`src/logic/cocr_pkg.sv`:
```
// constants, types and helpers shared by the clock output control bank
// assumes a byte-level serial front end outside this block
package cocr_pkg;

    localparam int NUM_REGS = 6;
    localparam int REG_W = 8;

    // register offsets as carried in the command code
    localparam logic [6:0] OFS_DIFF_OUTPUT_ENABLE_A = 7'h00;
    localparam logic [6:0] OFS_OUTPUT_ENABLE_SPREAD_CTRL = 7'h01;
    localparam logic [6:0] OFS_BUS_CLOCK_ENABLE = 7'h02;
    localparam logic [6:0] OFS_DIFF_STOP_SELECT = 7'h03;
    localparam logic [6:0] OFS_FREE_CLOCK_STOP_SELECT = 7'h04;
    localparam logic [6:0] OFS_STOP_POWERDOWN_DRIVE_MODE = 7'h05;

    // power-up values, offset 0 in the low byte
    localparam logic [NUM_REGS-1:0][7:0] RST_BANK =
        {8'h00, 8'h07, 8'h00, 8'hff, 8'hf6, 8'hff};
    // writable bits; the rest are reserved and hold their power-up value
    localparam logic [NUM_REGS-1:0][7:0] WMASK_BANK =
        {8'h8f, 8'h78, 8'hfe, 8'hff, 8'hff, 8'hfe};

    // command code layout
    localparam int CMD_BYTE_MODE_BIT = 7;
    // byte count sent ahead of block read data
    localparam logic [7:0] BLOCK_COUNT = 8'h06;

    // field positions
    localparam int F0_DIFF_OE_LSB = 1;
    localparam int F1_FREE0_OE = 7;
    localparam int F1_DISP_OE = 6;
    localparam int F1_USB_OE = 5;
    localparam int F1_XTAL_OE = 4;
    localparam int F1_SPREAD_CENTER = 3;
    localparam int F1_CPU_OE_LSB = 1;
    localparam int F1_SPREAD_EN = 0;
    localparam int F2_PCI_OE_LSB = 2;
    localparam int F2_FREE1_OE = 0;
    localparam int F3_DIFF_STOP_LSB = 1;
    localparam int F4_DISP_PD_HIZ = 6;
    localparam int F4_FREE_STOP_LSB = 3;
    localparam int F5_STOP_HIZ = 7;
    localparam int F5_DIFF_PD_HIZ = 3;
    localparam int F5_CPU_PD_HIZ_LSB = 0;

    // gate vector widths
    localparam int DIFF_GATES = 10;
    localparam int BUS_GATES = 9;

    typedef enum logic [1:0] {
        CMD_IDLE = 2'b00,
        CMD_BYTE = 2'b01,
        CMD_BLOCK_CNT = 2'b10,
        CMD_BLOCK_DATA = 2'b11
    } cocr_cmd_state_t;

    typedef logic [NUM_REGS-1:0][7:0] cocr_bank_t;

    function automatic logic cocr_idx_ok(input logic [6:0] idx);
        return idx < 7'(NUM_REGS);
    endfunction

    // value stored for a write: reserved bits keep their fixed value
    function automatic logic [7:0] cocr_store(input logic [6:0] idx,
                                              input logic [7:0] data);
        logic [7:0] m;
        m = 8'h00;
        if (cocr_idx_ok(idx)) begin
            m = WMASK_BANK[idx[2:0]];
            return (data & m) | (RST_BANK[idx[2:0]] & ~m);
        end
        return 8'h00;
    endfunction

endpackage

```
`src/logic/cocr_if.sv`:
```
// carriers between the bank top and its command decoder and output gates
// assumes all parties share clk_i and arst_n_i
`timescale 1ns/1ps
`default_nettype none

interface cocr_acc_if;
    logic wr_stb;
    logic [6:0] wr_idx;
    logic [7:0] wr_data;
    logic rd_stb;
    logic rd_count;
    logic [6:0] rd_idx;
    logic commit;
    modport cmd (output wr_stb, wr_idx, wr_data, rd_stb, rd_count, rd_idx,
                 commit);
    modport bank (input wr_stb, wr_idx, wr_data, rd_stb, rd_count, rd_idx,
                  commit);
endinterface

interface cocr_gate_if #(parameter int N = 1);
    logic [N-1:0] want;
    logic phase_low;
    logic [N-1:0] run;
    modport ctl (output want, phase_low, input run);
    modport gate (input want, phase_low, output run);
endinterface

`default_nettype wire

```
`src/logic/cocr_cmd.sv`:
```
// command code decoder: turns serial bytes into bank accesses
// assumes the front end flags the command byte and the end of transfer
`timescale 1ns/1ps
`default_nettype none

module cocr_cmd
    import cocr_pkg::*;
(
    input wire logic clk_i,        // system clock
    input wire logic arst_n_i,     // async reset, active low
    input wire logic byte_valid_i, // written byte present
    input wire logic cmd_first_i,  // this byte is the command code
    input wire logic [7:0] byte_i, // written byte
    input wire logic rd_req_i,     // front end wants a read byte
    input wire logic xfer_end_i,   // stop seen
    cocr_acc_if.cmd acc            // bank access
);

    cocr_cmd_state_t state_r, state_nxt;
    logic [6:0] ptr_r, ptr_nxt;
    logic step;

    always_comb begin
        state_nxt = state_r;
        ptr_nxt = ptr_r;
        acc.wr_stb = 1'b0;
        acc.rd_stb = 1'b0;
        acc.rd_count = 1'b0;
        step = 1'b0;
        if (byte_valid_i && cmd_first_i) begin
            if (byte_i[CMD_BYTE_MODE_BIT]) begin
                state_nxt = CMD_BYTE;
                ptr_nxt = byte_i[6:0];
            end else begin
                state_nxt = CMD_BLOCK_CNT;
                ptr_nxt = 7'h00;
            end
        end else if (byte_valid_i) begin
            unique case (state_r)
                CMD_IDLE: ;
                CMD_BLOCK_CNT: state_nxt = CMD_BLOCK_DATA;
                CMD_BYTE, CMD_BLOCK_DATA: begin
                    acc.wr_stb = 1'b1;
                    step = 1'b1;
                end
            endcase
        end else if (rd_req_i) begin
            unique case (state_r)
                CMD_IDLE: ;
                CMD_BLOCK_CNT: begin
                    acc.rd_count = 1'b1;
                    state_nxt = CMD_BLOCK_DATA;
                end
                CMD_BYTE, CMD_BLOCK_DATA: begin
                    acc.rd_stb = 1'b1;
                    step = 1'b1;
                end
            endcase
        end
        // pointer saturates so a long block cannot wrap onto offset 0
        if (step && ptr_r != 7'h7f) begin
            ptr_nxt = ptr_r + 7'h01;
        end
        if (xfer_end_i) begin
            state_nxt = CMD_IDLE;
        end
    end

    always_ff @(posedge clk_i or negedge arst_n_i) begin
        if (!arst_n_i) begin
            state_r <= CMD_IDLE;
            ptr_r <= 7'h00;
        end else begin
            state_r <= state_nxt;
            ptr_r <= ptr_nxt;
        end
    end

    assign acc.wr_idx = ptr_r;
    assign acc.wr_data = byte_i;
    assign acc.rd_idx = ptr_r;
    assign acc.commit = xfer_end_i;
endmodule

`default_nettype wire

```
`src/logic/cocr_gate.sv`:
```
// glitch-free run gates for one group of clock outputs
// assumes phase_low marks cycles where the group's clock sits low
`timescale 1ns/1ps
`default_nettype none

module cocr_gate #(
    parameter int N = 1
) (
    input wire logic clk_i,    // system clock
    input wire logic arst_n_i, // async reset, active low
    cocr_gate_if.gate g        // want in, run out
);

    logic [N-1:0] run_r, run_nxt;

    generate
        for (genvar i = 0; i < N; i++) begin : g_bit
            always_comb begin
                run_nxt[i] = g.phase_low ? g.want[i] : run_r[i];
            end
        end
    endgenerate

    // gates start closed and open at the first low phase, so no runt pulse
    always_ff @(posedge clk_i or negedge arst_n_i) begin
        if (!arst_n_i) begin
            run_r <= '0;
        end else begin
            run_r <= run_nxt;
        end
    end

    assign g.run = run_r;
endmodule

`default_nettype wire

```
`src/logic/cocr_top.sv`:
```
// clock output control bank: six control bytes and the output gating
// assumes a serial front end delivering decoded bytes and synchronous
// stop, power-down and phase inputs
//
// Notes on behaviour
// - reg0 bits 7:1 enable peripheral pairs
// - reg1 bits 2:1 enable cpu pairs
// - reg1 bit 6 enables display pair
// - single-ended enables in reg1 and reg2
// - reg1 bit 3 picks spread profile
// - reg1 bit 0 turns spread on
// - reg3 marks peripheral pairs stoppable
// - reg4 bits 5:3 mark free-running bus clocks stoppable
// - reg4 bit 6 tristates display in power-down
// - reg5 bit 7 tristates stopped peripheral pairs
// - reg5 bit 3 peripheral power-down tristate
// - reg5 bits 2:0 cpu power-down tristate
// - registers come up at their defaults
// - command bit 7 picks byte or block
// - stops and restarts without short pulses
// - power-down drives clocks low first
`timescale 1ns/1ps
`default_nettype none

module cocr_top
    import cocr_pkg::*;
(
    input wire logic clk_i,              // system clock, 100 MHz
    input wire logic arst_n_i,           // async reset, active low
    input wire logic byte_valid_i,       // written byte present
    input wire logic cmd_first_i,        // byte is the command code
    input wire logic [7:0] byte_i,       // written byte
    input wire logic rd_req_i,           // read byte wanted
    input wire logic xfer_end_i,         // stop seen on the bus
    input wire logic bus_clock_stop_i,   // software stop asserted
    input wire logic power_down_i,       // power-down input asserted
    input wire logic debug_port_mode_i,  // pair 7 is debug-port cpu pair
    input wire logic diff_phase_low_i,   // differential clocks low
    input wire logic bus_phase_low_i,    // bus clocks low
    output logic [7:0] rd_data_o,        // read byte
    output logic rd_valid_o,             // read byte strobe
    output logic [7:1] periph_run_o,     // peripheral pair toggling
    output logic [7:1] periph_oe_o,      // peripheral pair driven
    output logic [1:0] cpu_run_o,        // cpu pair toggling
    output logic [1:0] cpu_oe_o,         // cpu pair driven
    output logic disp_run_o,             // display pair toggling
    output logic disp_oe_o,              // display pair driven
    output logic [2:0] free_run_o,       // free-running bus clocks toggling
    output logic [2:0] free_oe_o,        // free-running bus clocks driven
    output logic [5:0] pci_run_o,        // bus clocks toggling
    output logic [5:0] pci_oe_o,         // bus clocks driven
    output logic usb_oe_o,               // 48 MHz clock driven
    output logic xtal_oe_o,              // crystal copy driven
    output logic spread_en_o,            // spread spectrum on
    output logic spread_center_o         // centre spread selected
);

    cocr_acc_if acc ();
    cocr_gate_if #(.N(DIFF_GATES)) dg ();
    cocr_gate_if #(.N(BUS_GATES)) bg ();

    cocr_cmd u_cmd (
        .clk_i(clk_i),
        .arst_n_i(arst_n_i),
        .byte_valid_i(byte_valid_i),
        .cmd_first_i(cmd_first_i),
        .byte_i(byte_i),
        .rd_req_i(rd_req_i),
        .xfer_end_i(xfer_end_i),
        .acc(acc.cmd)
    );

    cocr_gate #(.N(DIFF_GATES)) u_diff_gate (
        .clk_i(clk_i),
        .arst_n_i(arst_n_i),
        .g(dg.gate)
    );

    cocr_gate #(.N(BUS_GATES)) u_bus_gate (
        .clk_i(clk_i),
        .arst_n_i(arst_n_i),
        .g(bg.gate)
    );

    // register bank
    cocr_bank_t shadow_r, shadow_nxt;
    cocr_bank_t act_r, act_nxt;
    logic touched_r, touched_nxt;
    logic [7:0] rd_data_r, rd_data_nxt;
    logic rd_valid_r, rd_valid_nxt;

    always_comb begin
        shadow_nxt = shadow_r;
        act_nxt = act_r;
        touched_nxt = touched_r;
        rd_data_nxt = rd_data_r;
        rd_valid_nxt = 1'b0;
        // reserved bits forced back to fixed values
        if (acc.wr_stb && cocr_idx_ok(acc.wr_idx)) begin
            shadow_nxt[acc.wr_idx[2:0]] = cocr_store(acc.wr_idx, acc.wr_data);
        end
        // applied only once the write completes
        if (acc.commit) begin
            act_nxt = shadow_nxt;
            touched_nxt = 1'b1;
        end
        if (acc.rd_count) begin
            rd_data_nxt = BLOCK_COUNT;
            rd_valid_nxt = 1'b1;
        end else if (acc.rd_stb) begin
            rd_data_nxt = cocr_idx_ok(acc.rd_idx) ?
                          act_r[acc.rd_idx[2:0]] : 8'h00;
            rd_valid_nxt = 1'b1;
        end
    end

    always_ff @(posedge clk_i or negedge arst_n_i) begin
        if (!arst_n_i) begin
            shadow_r <= RST_BANK;
            act_r <= RST_BANK;
            touched_r <= 1'b0;
            rd_data_r <= 8'h00;
            rd_valid_r <= 1'b0;
        end else begin
            shadow_r <= shadow_nxt;
            act_r <= act_nxt;
            touched_r <= touched_nxt;
            rd_data_r <= rd_data_nxt;
            rd_valid_r <= rd_valid_nxt;
        end
    end

    // output control
    logic [7:0] r0, r1, r2, r3, r4, r5;
    logic [7:1] p_en, p_stop, p_pdhiz, p_oe_nxt;
    logic [7:1] periph_oe_r;
    logic [1:0] cpu_oe_r, cpu_oe_nxt;
    logic disp_oe_r, disp_oe_nxt;
    logic [2:0] free_en, free_stop;
    logic [2:0] free_oe_r;
    logic [5:0] pci_oe_r;
    logic usb_oe_r, xtal_oe_r, spread_en_r, spread_center_r;

    assign r0 = act_r[OFS_DIFF_OUTPUT_ENABLE_A[2:0]];
    assign r1 = act_r[OFS_OUTPUT_ENABLE_SPREAD_CTRL[2:0]];
    assign r2 = act_r[OFS_BUS_CLOCK_ENABLE[2:0]];
    assign r3 = act_r[OFS_DIFF_STOP_SELECT[2:0]];
    assign r4 = act_r[OFS_FREE_CLOCK_STOP_SELECT[2:0]];
    assign r5 = act_r[OFS_STOP_POWERDOWN_DRIVE_MODE[2:0]];

    assign dg.phase_low = diff_phase_low_i;
    assign bg.phase_low = bus_phase_low_i;

    // one enable drives true and complement pins of a pair alike
    generate
        for (genvar k = 1; k <= 7; k++) begin : g_periph
            always_comb begin
                p_en[k] = r0[F0_DIFF_OE_LSB + k - 1];
                // stoppable unless pair 7 serves the debug port
                p_stop[k] = bus_clock_stop_i &&
                            r3[F3_DIFF_STOP_LSB + k - 1] &&
                            !(k == 7 && debug_port_mode_i);
                p_pdhiz[k] = (k == 7 && debug_port_mode_i) ?
                             r5[F5_CPU_PD_HIZ_LSB + 2] : r5[F5_DIFF_PD_HIZ];
                // driven low before being released to high impedance
                dg.want[k-1] = p_en[k] && !power_down_i && !p_stop[k];
                // stopped pairs tristate once halted low
                p_oe_nxt[k] = p_en[k] &&
                    !((((power_down_i && p_pdhiz[k]) ||
                        (p_stop[k] && r5[F5_STOP_HIZ]))) && !dg.run[k-1]);
            end
        end
    endgenerate

    // one process per pair so each want bit keeps a single owner
    generate
        for (genvar j = 0; j < 2; j++) begin : g_cpu
            always_comb begin
                dg.want[7+j] = r1[F1_CPU_OE_LSB + j] && !power_down_i;
                cpu_oe_nxt[j] = r1[F1_CPU_OE_LSB + j] &&
                    !(power_down_i && r5[F5_CPU_PD_HIZ_LSB + j] &&
                      !dg.run[7+j]);
            end
        end
    endgenerate

    always_comb begin
        dg.want[9] = r1[F1_DISP_OE] && !power_down_i;
        disp_oe_nxt = r1[F1_DISP_OE] &&
            !(power_down_i && r4[F4_DISP_PD_HIZ] && !dg.run[9]);
    end

    always_comb begin
        free_en = {r2[F2_FREE1_OE + 1], r2[F2_FREE1_OE], r1[F1_FREE0_OE]};
        for (int j = 0; j < 3; j++) begin
            free_stop[j] = bus_clock_stop_i && r4[F4_FREE_STOP_LSB + j];
            bg.want[j] = free_en[j] && !power_down_i && !free_stop[j];
        end
        for (int m = 0; m < 6; m++) begin
            // plain bus clocks always stop on software stop
            bg.want[3+m] = r2[F2_PCI_OE_LSB + m] && !power_down_i &&
                           !bus_clock_stop_i;
        end
    end

    always_ff @(posedge clk_i or negedge arst_n_i) begin
        if (!arst_n_i) begin
            periph_oe_r <= '0;
            cpu_oe_r <= '0;
            disp_oe_r <= 1'b0;
            free_oe_r <= '0;
            pci_oe_r <= '0;
            usb_oe_r <= 1'b0;
            xtal_oe_r <= 1'b0;
            spread_en_r <= 1'b0;
            spread_center_r <= 1'b0;
        end else begin
            periph_oe_r <= p_oe_nxt;
            cpu_oe_r <= cpu_oe_nxt;
            disp_oe_r <= disp_oe_nxt;
            free_oe_r <= free_en;
            pci_oe_r <= r2[F2_PCI_OE_LSB +: 6];
            usb_oe_r <= r1[F1_USB_OE];
            xtal_oe_r <= r1[F1_XTAL_OE];
            spread_en_r <= r1[F1_SPREAD_EN];
            spread_center_r <= r1[F1_SPREAD_CENTER];
        end
    end

    assign rd_data_o = rd_data_r;
    assign rd_valid_o = rd_valid_r;
    assign periph_run_o = dg.run[6:0];
    assign periph_oe_o = periph_oe_r;
    assign cpu_run_o = dg.run[8:7];
    assign cpu_oe_o = cpu_oe_r;
    assign disp_run_o = dg.run[9];
    assign disp_oe_o = disp_oe_r;
    assign free_run_o = bg.run[2:0];
    assign free_oe_o = free_oe_r;
    assign pci_run_o = bg.run[8:3];
    assign pci_oe_o = pci_oe_r;
    assign usb_oe_o = usb_oe_r;
    assign xtal_oe_o = xtal_oe_r;
    assign spread_en_o = spread_en_r;
    assign spread_center_o = spread_center_r;
endmodule

`default_nettype wire

```
`config.mk`:
```
export PLATFORM = sky130hd
export DESIGN_NAME = cocr_top
export DESIGN_NICKNAME = d
export VERILOG_FILES = /design/src/logic/cocr_pkg.sv /design/src/logic/cocr_if.sv /design/src/logic/cocr_cmd.sv /design/src/logic/cocr_gate.sv /design/src/logic/cocr_top.sv
export SDC_FILE = /design/constraint.sdc
export NUM_CORES = 1
export LEC_CHECK = 0
export BUFFER_PORTS_ARGS = -buffer_cell sky130_fd_sc_hd__clkbuf_2
export CAP_MARGIN = 10
export CORE_MARGIN = 5
export CORE_UTILIZATION = 59
export DETAILED_ROUTE_END_ITERATION = 8
export PLACE_DENSITY = 0.81
export RECOVER_POWER = 50
export SYNTH_ARGS = -nofsm -noshare
export SYNTH_HDL_FRONTEND = slang
export SYNTH_HIERARCHICAL = 1
export SYNTH_SLANG_ARGS = --single-unit
```
`constraint.sdc`:
```
create_clock -name clk_i -period 3.25 [get_ports clk_i]
set_input_delay 0.1625 -clock clk_i [delete_from_list [all_inputs] [get_ports clk_i]]
set_output_delay 0.1625 -clock clk_i [all_outputs]
set_load 0.01 [all_outputs]
```
Word-level counts from Yosys, hierarchy flattened
Memories as Yosys holds them, arrays and structs flattened.
Index checks and enable logic that the tools add are counted.
- bitwise operators: 4
- muxes and demuxes: 40
- order comparisons: 3
- equality and inequality tests: 4
- add/subtract/negate cells: 1
- reduce and logical (&&, ||, !) cells: 126
- operator list (cell ; number):
    logical AND 1 bit ; 82
    two-way mux 8 bit ; 10
    bitwise mux 48 bit ; 1
    two-way mux 48 bit ; 1
    zero test 1 bit ; 33
    binary-select mux 8 bit (select 3 bit) ; 1
    demux 8 bit (select 3 bit) ; 1
    two-way mux 7 bit ; 3
    two-way mux 1 bit ; 17
    bitwise AND 8 bit ; 2
    two-way mux 2 bit ; 6
    inverter 8 bit ; 1
    OR 8 bit ; 1
    adder 7 x 1 -> 7 bit (second input constant) ; 1
    logical OR 1 bit ; 7
    less-than comparator 7 x 3 -> 1 bit (second input constant) ; 1
    != test 7 bit (second input constant) ; 1
    equality test 2 bit (second input constant) ; 2
    less-than comparator 3 x 4 -> 1 bit (second input constant) ; 1
    nonzero test 2 bit ; 2
    nonzero test 4 bit ; 1
    greater-or-equal comparator 3 x 1 -> 1 bit (second input constant) ; 1
    equality test 2 x 1 -> 1 bit (second input constant) ; 1
    OR reduction 2 bit ; 1
- word-level logic and storage cells: 207
- memories kept: 2
- input port bits: 19
- register bits after elaboration: 156
- bits in read-only memories: 128
- memory list (name ; depth ; width ; read ports ; clocked after Yosys merged registers in ; write ports ; RTL line ; source):
    (no name shown) ; 8 ; 8 ; 1 ; 0 ; 0 ; cocr_pkg.sv:70 ; return (data & m) | (RST_BANK[idx[2:0]] & ~m);
    (no name shown) ; 8 ; 8 ; 1 ; 0 ; 0 ; cocr_pkg.sv:69 ; m = WMASK_BANK[idx[2:0]];

Longest topological paths before layout
Gate-level depths: netlist (run 1).
- word-level depth: 11
- mapped depth: 7
- depth with buffers taken out: 6

Cells and area by module
Netlist (run 1), hierarchy kept.
- by module, submodules not included (module ; area an instance (sq um) ; times used ; cells an instance ; sequential area each (sq um)):
    cocr_top ; 5342.6 ; 1 ; 388 ; 3265.6
    cocr_cmd ; 715.7 ; 1 ; 83 ; 225.2
    cocr_gate at u_diff_gate ; 411.6 ; 1 ; 21 ; 250.2
    cocr_gate at u_bus_gate ; 371.6 ; 1 ; 19 ; 225.2

Worst setup path before layout (run 1)
Ideal clock, no wire load.
- kind: register -> register
- from: register u_cmd.ptr_r[3] (netlist: u_cmd/acc.rd_idx[3])
- to: register act_r (netlist bit r5[1])
- stages on the path, launching flop included: 7
- period minus slack after synthesis: 2427 ps
- setup time: 125 ps
- buffers on the path: 2
- setup slack: 823 ps
- data arrival time: 2303 ps
- cell sequence: dfrtp_1 > buf_4 > or4_1 > clkbuf_1 > nor4_4 > mux2_2 > mux2_2
- RTL lines (item ; RTL line ; source):
    start: declaration ; cocr_cmd.sv:20 ; logic [6:0] ptr_r, ptr_nxt;
    start signal: assignment ; cocr_cmd.sv:75 ; ptr_r <= ptr_nxt;
    end signal: assignment ; cocr_top.sv:126 ; act_r <= act_nxt;
    end: declaration ; cocr_top.sv:87 ; cocr_bank_t act_r, act_nxt;

==> reports/qor.txt, run 1 <==
Status -> finished, violations left
Failing checks -> max-capacitance violations, max-slew violations
Cell type with the largest total area after synthesis -> dfrtp_1
Cells on worst reg2reg path -> 4
CP Capture Type -> register
Post-Synth Adder-Cell Area -> 0.003658
ANT cells -> 0
Post-Synth Simple-Gate Area -> 0.09144
WP depth -> 4
FFs w/ async S/R, synth -> 1.000
Final min period -> 2.531 ns
Synth Instances -> 511
#FFs+latches synth -> 156
Worst-path clk slew -> 0.06 ns
P_leak -> 3.539 nW
Rel. slew slack -> -0.5316
Avg WL per Cell -> 21.79 µm
Final setup vio count -> 0
Reg-to-Reg Start -> u_cmd/acc.rd_idx[3]
Reg2reg end -> r5[3]
Drt drc -> 0
Slowest stage cell, crit path -> or4_1
Clock sinks -> 156
Area occupied by multi-input gates -> 0.002536 mm²
Clock Skew -> 0.009719 ns
Top cells by area, synth -> dfrtp_1, dfstp_2, mux2_2
Worst VDD drop -> 527.0 µV
Die area -> 0.01385 mm²
IO Pins -> 70
Dominant synthesized flop cell -> dfrtp_1
Critical path buffer and inverter count -> 0
Post-CTS Setup Inserts -> 0
Largest family of logic cells by synthesized area -> multiplexers
Post-route total power -> 4.871 mW
Area share of the largest cell type after synthesis -> 0.3877
Final nets -> 588
Crit path capture -> r5[3]
Synth Area in XOR/XNOR -> 0.002560
DRT Pass-1 Iters -> 5
CTS Buf Count -> 17
GRT overflow -> 0
Final Hold Vio Count -> 0
Core area -> 0.01137 mm²
Crit share post-route -> 0.7789
Avg Cell Area, Syn -> 13.39 µm²
Count leader, synth -> dfrtp_1
Worst endpoint required time -> 3.56 ns
Worst hold path type -> in -> reg
Final Max Tran Viols -> 94
PD cells -> 633.6 mW/mm²
Worst path top cell family by delay -> simple AND/OR/NAND/NOR gates
Compound-Gate Fraction of Synth Area -> 0.06053
CP peak stage delay -> 0.72 ns
Chip Width -> 117.7 µm
Total GRT Usage -> 0.2333
Vias per cell -> 5.952
EDFF count, synth -> 0
CTS tree -> built
YS warnings -> 6
Pin count of the biggest net entering global routing -> 95
Initial antenna violation count -> 0
Worst-Skew Late Latency -> 0.43 ns
Sequential area share after synthesis -> 0.5797
Row cnt -> 39
Synthesized net count -> 532
Worst path cell trace -> or4_1 -> nor4_4 -> mux2_2 -> mux2_2
Share of cells above drive strength 1 -> 0.3448
Max Cap Viol -> 1
DRT iter0 DRCs -> 377
Worst slew pin tran -> 2.297 ns
Final WL -> 15,760 µm
Top post-synthesis cells by count -> dfrtp_1, mux2_2, dfstp_2
F_max -> 395.0 MHz
DR vias -> 4,303
Reg area -> 0.003966 mm²
DP HPWL -> 10,100 µm
Crit path max fanout -> 10
Initial core utilization -> 0.6017
Synth-to-layout area growth -> 12.36%
Placer congestion estimate -> 0.8859
Global-route wire length before repair -> 25,050 µm
Fillers -> 817
Post-CTS Resized -> 0
Setup TNS -> 0 ns
Setup crit start kind -> register
RSZ-0062 raised after global routing -> no
Crit path DAT -> 2.84 ns
Crit path kind -> reg -> reg
R2R setup slack -> 0.72 ns
I/O Buffers -> 69
Launch point of the worst path -> u_cmd/acc.rd_idx[3]
Number of H-tree levels -> 4
Die H -> 117.7 µm
Post-synthesis mux area share -> 0.2191
Number of nets with antenna violations after routing -> 0
Unique cell type count in the Yosys netlist -> 58
Post-Syn Area -> 0.006842 mm²
Vias in the first global route -> 4,524
Most used cell, CP -> mux2_2
Max Root-Sink Buffers -> 2
CTS Root Cell -> clkbuf_16
[how the worst min path moves through the flow]
| stage | start | end | slack [ns] | cells after the start |
|---|---|---|---|---|
| global route | byte_i[2] | u_cmd/acc.rd_idx[2] | 0.05 | 3 |
| floorplan | arst_n_i | cpu_oe_o[0] | -0.13 | 0 |
| CTS | byte_i[2] | u_cmd/acc.rd_idx[2] | 0.002 | 3 |
| detailed placement | arst_n_i | u_cmd/state_r[1] | 0.29 | 1 |
| global placement | arst_n_i | u_cmd/state_r[1] | 0.28 | 1 |
| finish | byte_i[2] | u_cmd/acc.rd_idx[2] | 0.02 | 3 |
[sequential cells by signal (all words and copies together), names as in the netlist, 2 cells and up]
signal / flops
periph_oe_o: 7
u_cmd/acc.rd_idx: 7
u_cmd/state_r: 2
pci_oe_o: 6
cpu_oe_o: 2
r4: 8
rd_data_o: 8
r1: 8
free_oe_o: 3
r3: 8
r0: 8
r2: 8
u_diff_gate/g.run: 10
r5: 8
u_bus_gate/g.run: 9
shadow_r: 48
[per-layer routing]
layer,part of all wire,track usage
met5,0,0
met4,0.015,0.07168
met3,0.062,0.07833
met2,0.49,0.3649
met1,0.44,0.3110
[cell type report]
cell class / count / area share
clock buffers: 20 / 0.06071
clock inverters: 12 / 0.01742
inverters: 15 / 0.007324
multi-input cells: 301 / 0.3299
flip-flops and latches: 156 / 0.5160
well taps: 143 / 0.02327
repair buffers: 76 / 0.04541
[metrics by stage]
stage                     setup WS (ns)  cell area (µm²)  instances    util  hold slack, ns
after detailed placement         0.7201             7192        690  0.6326          0.2926
final                            0.7185             7687        723  0.6761         0.01762
after global placement           0.8073             7192        690  0.6326          0.2846
after CTS                        0.7070             7802        723  0.6863        0.002187
after floorplan                  0.8226             6842        511       -         -0.1331
after global routing             0.5267             7687        723  0.6761         0.05312
[power breakdown]
| part | switching [mW] | total, mW | leakage, nW | internal, mW |
|---|---|---|---|---|
| clock network | 0.807 | 2.00 | 0.293 | 1.20 |
| registers | 0.137 | 2.29 | 1.96 | 2.15 |
| logic | 0.338 | 0.581 | 1.28 | 0.243 |
| total | 1.28 | 4.87 | 3.54 | 3.59 |
[cells by family after synthesis]
logic type | Yosys count
adders and majority gates | 2
buffers and inverters | 54
and+or+nand+nor | 117
AOI/OAI and AO/OA | 60
muxes | 120
xor gates and xnor gates | 2
DFF | 156
[worst reg2reg max path: cells and delay by family, from the launching register on]
kind | cells | cell delay [ns]
muxes | 2 | 0.69
and+or+nand+nor | 2 | 1.26
DFF | 1 | 0.48
[repair_timing]
item,4_1_cts,5_1_grt
endpoints found under the hold margin,61,0
hold buffers,1,0
endpoints found under the setup margin,0,0
[layout by cell type (no fill, tap or decap), drive strengths merged, types with 2 or more instances in the layout]
cell type  instances
clkinvlp           2
a311oi             2
o21ai              8
o211ai             7
a21oi             14
nand3              8
a31oi              4
or3                2
mux2             101
nand4b             2
nand2             31
dfrtp            106
and2              10
o21a               4
bufinv             2
dfstp             50
mux4               8
nor4b              2
nand4              4
nor3               2
buf                6
nor2b              7
o22a               2
clkinv             5
nand2b             6
nor4               3
mux2i             11
a211oi            12
clkbuf            89
inv               18
nor2              32
ha                 2
No activity file was read; power rests on OpenSTA's default activity.
==> run 2: changes to the inputs <==
Settings changed: CORE_UTILIZATION 59 to 53, PLACE_DENSITY 0.81 to 0.77.
Clock period 3.25 ns to 2.1 ns, I/O delays scaled along.
==> run 2 against run 1 <==
- the run still ends with max-capacitance violations, max-slew violations left
- clock-buffer cell count is 2 higher
- clock skew decreased by 0.0017 ns
- cell count grew 7.3%
- worst setup slack got worse by 0.67 ns
- die area up 10%
- first-iteration DRC count increased by 1.9%
- sequential power rose by 53%
- design area is 4.8% higher
- worst hold slack gained 0.053 ns
- largest power group unchanged
==> reports/qor.txt, run 2 (synthesized netlist as in run 1, its figures left out) <==
Status -> finished, violations left (unchanged)
Failing checks -> max-capacitance violations, max-slew violations (unchanged)
Final Hold Vio Count -> 0 (unchanged)
Number of H-tree levels -> 4 (unchanged)
Vias per cell -> 5.680 (was 5.952)
DRT Pass-1 Iters -> 5 (unchanged)
Most common cell after layout, fill and taps aside -> dfrtp_1 (unchanged)
Largest register FFs -> 48 (unchanged)
Vias in the first global route -> 4,714 (was 4,524)
Crit path kind -> reg -> reg (unchanged)
Largest Register -> shadow_r (unchanged)
Rel. slew slack -> -0.04344 (was -0.5316)
P_leak -> 3.766 nW (was 3.539 nW)
Final nets -> 612 (was 588)
Worst hold path type -> in -> reg (unchanged)
ANT cells -> 0 (unchanged)
Die H -> 123.6 µm (was 117.7 µm)
Most frequent cells in the layout -> dfrtp_1, mux2_2, dfstp_2 (was dfrtp_1, mux2_2, clkbuf_1)
CTS tree -> built (unchanged)
Critical path buffer and inverter count -> 1 (was 0)
Total GRT Usage -> 0.2264 (was 0.2333)
Initial antenna violation count -> 0 (unchanged)
Crit path DAT -> 2.36 ns (was 2.84 ns)
IO Pins -> 70 (unchanged)
Core area -> 0.01262 mm² (was 0.01137 mm²)
Worst path top cell family by delay -> simple AND/OR/NAND/NOR gates (unchanged)
DR vias -> 4,408 (was 4,303)
Most used cell, CP -> mux2_2 (unchanged)
Worst slew pin tran -> 1.565 ns (was 2.297 ns)
CTS Root Cell -> clkbuf_16 (unchanged)
Slowest stage cell, crit path -> or4_4 (was or4_1)
Initial core utilization -> 0.5421 (was 0.6017)
Final WL -> 16,120 µm (was 15,760 µm)
Clock Skew -> 0.008018 ns (was 0.009719 ns)
F_max -> 487.4 MHz (was 395.0 MHz)
Worst endpoint required time -> 2.41 ns (was 3.56 ns)
Worst-Skew Late Latency -> 0.43 ns (about the same)
Max Cap Viol -> 1 (unchanged)
Worst path cell trace -> or4_4 -> nor4_4 -> buf_4 -> mux2_2 -> mux2_2 (was or4_1 -> nor4_4 -> mux2_2 -> mux2_2)
RSZ-0062 raised after global routing -> yes (was no)
Placer congestion estimate -> 0.8822 (was 0.8859)
Share of cells above drive strength 1 -> 0.4106 (was 0.3448)
PD cells -> 985.8 mW/mm² (was 633.6 mW/mm²)
Crit share post-route -> 0.9769 (was 0.7789)
CTS Buf Count -> 17 (unchanged)
Crit path max fanout -> 7 (was 10)
Worst VDD drop -> 596.7 µV (was 527.0 µV)
Die area -> 0.01528 mm² (was 0.01385 mm²)
Max Root-Sink Buffers -> 2 (unchanged)
Post-CTS Setup Inserts -> 0 (unchanged)
Clock sinks -> 156 (unchanged)
Fillers -> 985 (was 817)
Pin count of the biggest net entering global routing -> 64 (was 95)
Final setup vio count -> 0 (unchanged)
Setup crit start kind -> register (unchanged)
DP HPWL -> 11,080 µm (was 10,100 µm)
CP peak stage delay -> 0.60 ns (was 0.72 ns)
Final Max Tran Viols -> 64 (was 94)
Chip Width -> 123.6 µm (was 117.7 µm)
I/O Buffers -> 69 (unchanged)
Post-route total power -> 7.942 mW (was 4.871 mW)
Setup TNS -> 0 ns (unchanged)
CP Capture Type -> register (unchanged)
Final min period -> 2.052 ns (was 2.531 ns)
DRT iter0 DRCs -> 384 (was 377)
Worst-path clk slew -> 0.06 ns (about the same)
Synth-to-layout area growth -> 17.76% (was 12.36%)
Row cnt -> 41 (was 39)
GRT overflow -> 0 (unchanged)
Global-route wire length before repair -> 25,520 µm (was 25,050 µm)
Number of nets with antenna violations after routing -> 0 (unchanged)
Avg WL per Cell -> 20.77 µm (was 21.79 µm)
Drt drc -> 0 (unchanged)
run 2: final cells by class:
cell class                 instances  area [µm²]  area share
timing repair buffer             100       569.3     0.07066
clock inverter                    10       185.2     0.02298
tap                              172       215.2     0.02671
sequential                       156        3969      0.4926
clock buffer                      22       474.2     0.05886
inverter                          15       56.30    0.006989
multi-input combinational        301        2587      0.3212
run 2: final timing paths:
kind,from,end,slack (ns),depth (start not counted)
min reg2reg,r1[0],spread_en_o,0.41,0
max,u_cmd/acc.rd_idx[6],r5[0],0.05,5
max reg2reg,u_cmd/acc.rd_idx[6],r5[0],0.05,5
min in group asynchronous,arst_n_i,u_cmd/state_r[0],0.60,2
min,byte_i[4],u_cmd/acc.rd_idx[4],0.07,3
max in group asynchronous,arst_n_i,r2[2],0.30,3
run 2: metrics by stage:
step           instance area (µm²)  hold slack [ns]  setup WS [ns]  instances    util
3_3_place_gp                  7427           0.1195      -0.009903        742  0.5885
5_1_grt                       8056          0.07606       -0.01033        776  0.6384
3_5_place_dp                  7427           0.1292       -0.07259        742  0.5885
2_1_floorplan                 6844          -0.1906        -0.2140        511       -
4_1_cts                       8128          0.04989        0.03403        776  0.6441
6_report                      8056          0.07105        0.04843        776  0.6384
run 2: tightest hold or removal path: cells and delay by family:
family / cells / cell delay [ns]
buf+inv: 1 / 0.16
compound gates: 1 / 0.09
simple gates: 1 / 0.09
run 2: timing repair:
| action | in CTS | in global routing |
|---|---|---|
| gates resized for setup | 3 | 4 |
| hold buffers | 2 | 0 |
| pin swaps | 0 | 2 |
| setup endpoints to repair | 15 | 15 |
| endpoints found under the hold margin | 46 | 0 |
run 2: where the power goes:
group	total [mW]	switching (mW)	internal [mW]
clock network	3.40	1.19	2.21
registers	3.51	0.184	3.33
logic	1.03	0.576	0.454
total	7.94	1.95	5.99
run 2: per-layer routing:
metal / up-vias / part of all wire / routed length, µm / global-route usage
met1: 2275 / 0.43 / 6876 / 0.2901
li1: 1960 / - / - / -
met5: - / 0 / 0 / 0
met3: 22 / 0.054 / 865 / 0.05313
met4: 0 / 0.018 / 287 / 0.08235
met2: 151 / 0.50 / 8091 / 0.3772
==> run 3: changes to the inputs <==
Settings changed: CORE_UTILIZATION 53 to 55, CTS_BUF_LIST from default to sky130_fd_sc_hd__clkbuf_8, PLACE_DENSITY 0.77 to 0.79, REMOVE_ABC_BUFFERS from default to 1.
Clock period 2.1 ns to 1.8 ns, I/O delays scaled along.
==> run 3 against run 2 <==
- the flow finishes with violations (negative setup slack)
- critical path depth rose by 1
- non-clock buffer count rose by 38
- register-to-register slack worse by 0.31 ns
- maximum frequency fell by 0.46%
- clock skew grew 0.0046 ns
- clock-buffer cell count is 2 lower
- clock power is 22% lower
- flip-flop and latch count did not move
- critical path type unchanged
- largest cell class unchanged
- largest power group unchanged
- highest routed layer unchanged
==> reports/qor.txt, run 3 (synthesized netlist as in run 1, its figures left out) <==
Number of nets with antenna violations after routing -> 0 (unchanged)
RSZ-0062 raised after global routing -> yes (unchanged)
CP Capture Type -> register (unchanged)
Worst VDD drop -> 702.2 µV (was 596.7 µV)
Net switching power -> 2.266 mW (was 1.953 mW)
Row cnt -> 40 (was 41)
Max Root-Sink Buffers -> 2 (unchanged)
Share of cells above drive strength 1 -> 0.5265 (was 0.4106)
ANT cells -> 0 (unchanged)
Worst endpoint required time -> 2.16 ns (was 2.41 ns)
Rel. slew slack -> 0.4319 (was -0.04344)
DRT Pass-1 Iters -> 5 (unchanged)
Fillers -> 848 (was 985)
Dpl ws -> -0.4032 ns (was -0.07259 ns)
DP HPWL -> 11,120 µm (was 11,080 µm)
Worst hold path type -> in -> reg (unchanged)
Crit path max fanout -> 7 (unchanged)
Clock sinks -> 156 (unchanged)
Worst-path clk slew -> 0.08 ns (was 0.06 ns)
Most common cell after layout, fill and taps aside -> dfrtp_1 (unchanged)
Max Cap Viol -> 0 (was 1)
Cells on worst reg2reg path -> 6 (was 5)
Failing checks -> negative setup slack (was max-capacitance violations, max-slew violations)
Placer congestion estimate -> 0.8561 (was 0.8822)
Met3 usage in global routing -> 0.05571 (was 0.05313)
Pin count of the biggest net entering global routing -> 53 (was 64)
Internal power -> 5.920 mW (was 5.989 mW)
Final setup vio count -> 55 (was 0)
Post-route setup slack -> -0.2611 ns (was 0.04843 ns)
Final WL -> 17,030 µm (was 16,120 µm)
Crit share post-route -> 1.145 (was 0.9769)
Most Crowded Layer GR -> met2 (unchanged)
Largest register FFs -> 48 (unchanged)
Chip Width -> 121.5 µm (was 123.6 µm)
IO Pins -> 70 (unchanged)
Worst-Skew Late Latency -> 0.47 ns (was 0.43 ns)
Core area -> 0.01211 mm² (was 0.01262 mm²)
Crit path kind -> reg -> reg (unchanged)
Global-route wire length before repair -> 26,630 µm (was 25,520 µm)
Final core occ -> 0.7007 (was 0.6384)
Vias per cell -> 5.743 (was 5.680)
Synth-to-layout area growth -> 24.05% (was 17.76%)
Gate power share -> 0.178 (was 0.130)
Worst slew pin tran -> 0.8522 ns (was 1.565 ns)
Global-route met1 utilization -> 0.3205 (was 0.2901)
Setup TNS -> -7.710 ns (was 0 ns)
F_max -> 485.2 MHz (was 487.4 MHz)
Sw frac -> 0.2768 (was 0.2459)
Final min period -> 2.061 ns (was 2.052 ns)
CTS tree -> built (unchanged)
Final nets -> 650 (was 612)
P_leak -> 4.123 nW (was 3.766 nW)
Die H -> 121.5 µm (was 123.6 µm)
WHS Path Cells -> 2 (was 3)
Die area -> 0.01477 mm² (was 0.01528 mm²)
DRT iter0 DRCs -> 368 (was 384)
PD cells -> 964.6 mW/mm² (was 985.8 mW/mm²)
Clock Skew -> 0.01258 ns (was 0.008018 ns)
Initial core utilization -> 0.5649 (was 0.5421)
Number of H-tree levels -> 4 (unchanged)
CTS Root Cell -> clkbuf_8 (was clkbuf_16)
I/O Buffers -> 69 (unchanged)
GRT overflow -> 0 (unchanged)
Most frequent cells in the layout -> dfrtp_1, clkbuf_2, mux2_4 (was dfrtp_1, mux2_2, dfstp_2)
Final Hold Vio Count -> 0 (unchanged)
Avg WL per Cell -> 21.02 µm (was 20.77 µm)
Clock share of power -> 0.323 (was 0.428)
Setup crit start kind -> register (unchanged)
Vias in the first global route -> 4,821 (was 4,714)
Drt drc -> 0 (unchanged)
Status -> finished, violations left (unchanged)
Initial antenna violation count -> 0 (unchanged)
Total GRT Usage -> 0.2381 (was 0.2264)
Flop pwr share -> 0.499 (was 0.442)
DR vias -> 4,652 (was 4,408)
Crit path DAT -> 2.42 ns (was 2.36 ns)
Grt met2 use -> 0.3762 (was 0.3772)
CTS Buf Count -> 17 (unchanged)
Largest Register -> shadow_r (unchanged)
Final Max Tran Viols -> 0 (was 64)
[run 3: per-layer routing]
layer	vias up	part of all wire
met3	45	0.054
li1	2032	-
met5	-	0
met4	0	0.032
met1	2395	0.43
met2	180	0.48
[run 3: what timing repair did]
item,in CTS,in global routing
buffers inserted,6,13
resized for setup,50,43
cloned,0,0
hold buffers,3,0
setup endpoints to repair,65,78
pin swaps,6,8
endpoints found under the hold margin,116,0
[run 3: area by class of cell]
cell class	instances	area (µm²)	area share
sequential	156	3969	0.4676
multi-input combinational	301	2875	0.3388
timing repair buffer	138	982.2	0.1157
clock buffer	20	275.3	0.03243
tap	168	210.2	0.02477
clock inverter	12	118.9	0.01401
inverter	15	56.30	0.006634
[run 3: path summary, 6_finish.rpt]
| path | startpoint | to | slack [ns] |
|---|---|---|---|
| setup / recovery | u_cmd/acc.rd_idx[6] | r3[1] | -0.26 |
| max in group asynchronous | arst_n_i | u_cmd/acc.rd_idx[1] | 0.23 |
| hold reg to reg | r1[4] | xtal_oe_o | 0.42 |
| hold / removal | byte_i[6] | shadow_r[30] | 0.04 |
| setup reg to reg | u_cmd/acc.rd_idx[6] | r3[1] | -0.26 |
| min in group asynchronous | arst_n_i | u_cmd/acc.rd_idx[6] | 0.27 |
[run 3: per-stage QoR]
| stage | area (µm²) | total power, mW | instances | hold WS [ns] |
|---|---|---|---|---|
| final | 8487 | 8.186 | 810 | 0.04253 |
| after global routing | 8487 | 8.539 | 810 | 0.02144 |
| after CTS | 8250 | 8.139 | 799 | 0.006897 |
| after detailed placement | 7599 | 5.393 | 760 | 0.006988 |
| after global placement | 7599 | 5.353 | 760 | 0.003023 |
| after floorplan | 6604 | 4.748 | 472 | -0.2056 |
[run 3: power by group through the flow]
stage               logic (mW)  clock network, mW  registers [mW]
global placement          1.23                  0            4.12
global route              1.57               2.86            4.11
finish                    1.46               2.65            4.08
CTS                       1.36               2.70            4.08
floorplan                0.541                  0            4.21
detailed placement        1.26                  0            4.14
[run 3: critical path: stages, from the launching register on]
cell	delay, ns
dfrtp_1	0.39
or4_4	0.59
buf_6	0.15
nor2_4	0.10
buf_12	0.15
mux2_4	0.31
mux2_4	0.26
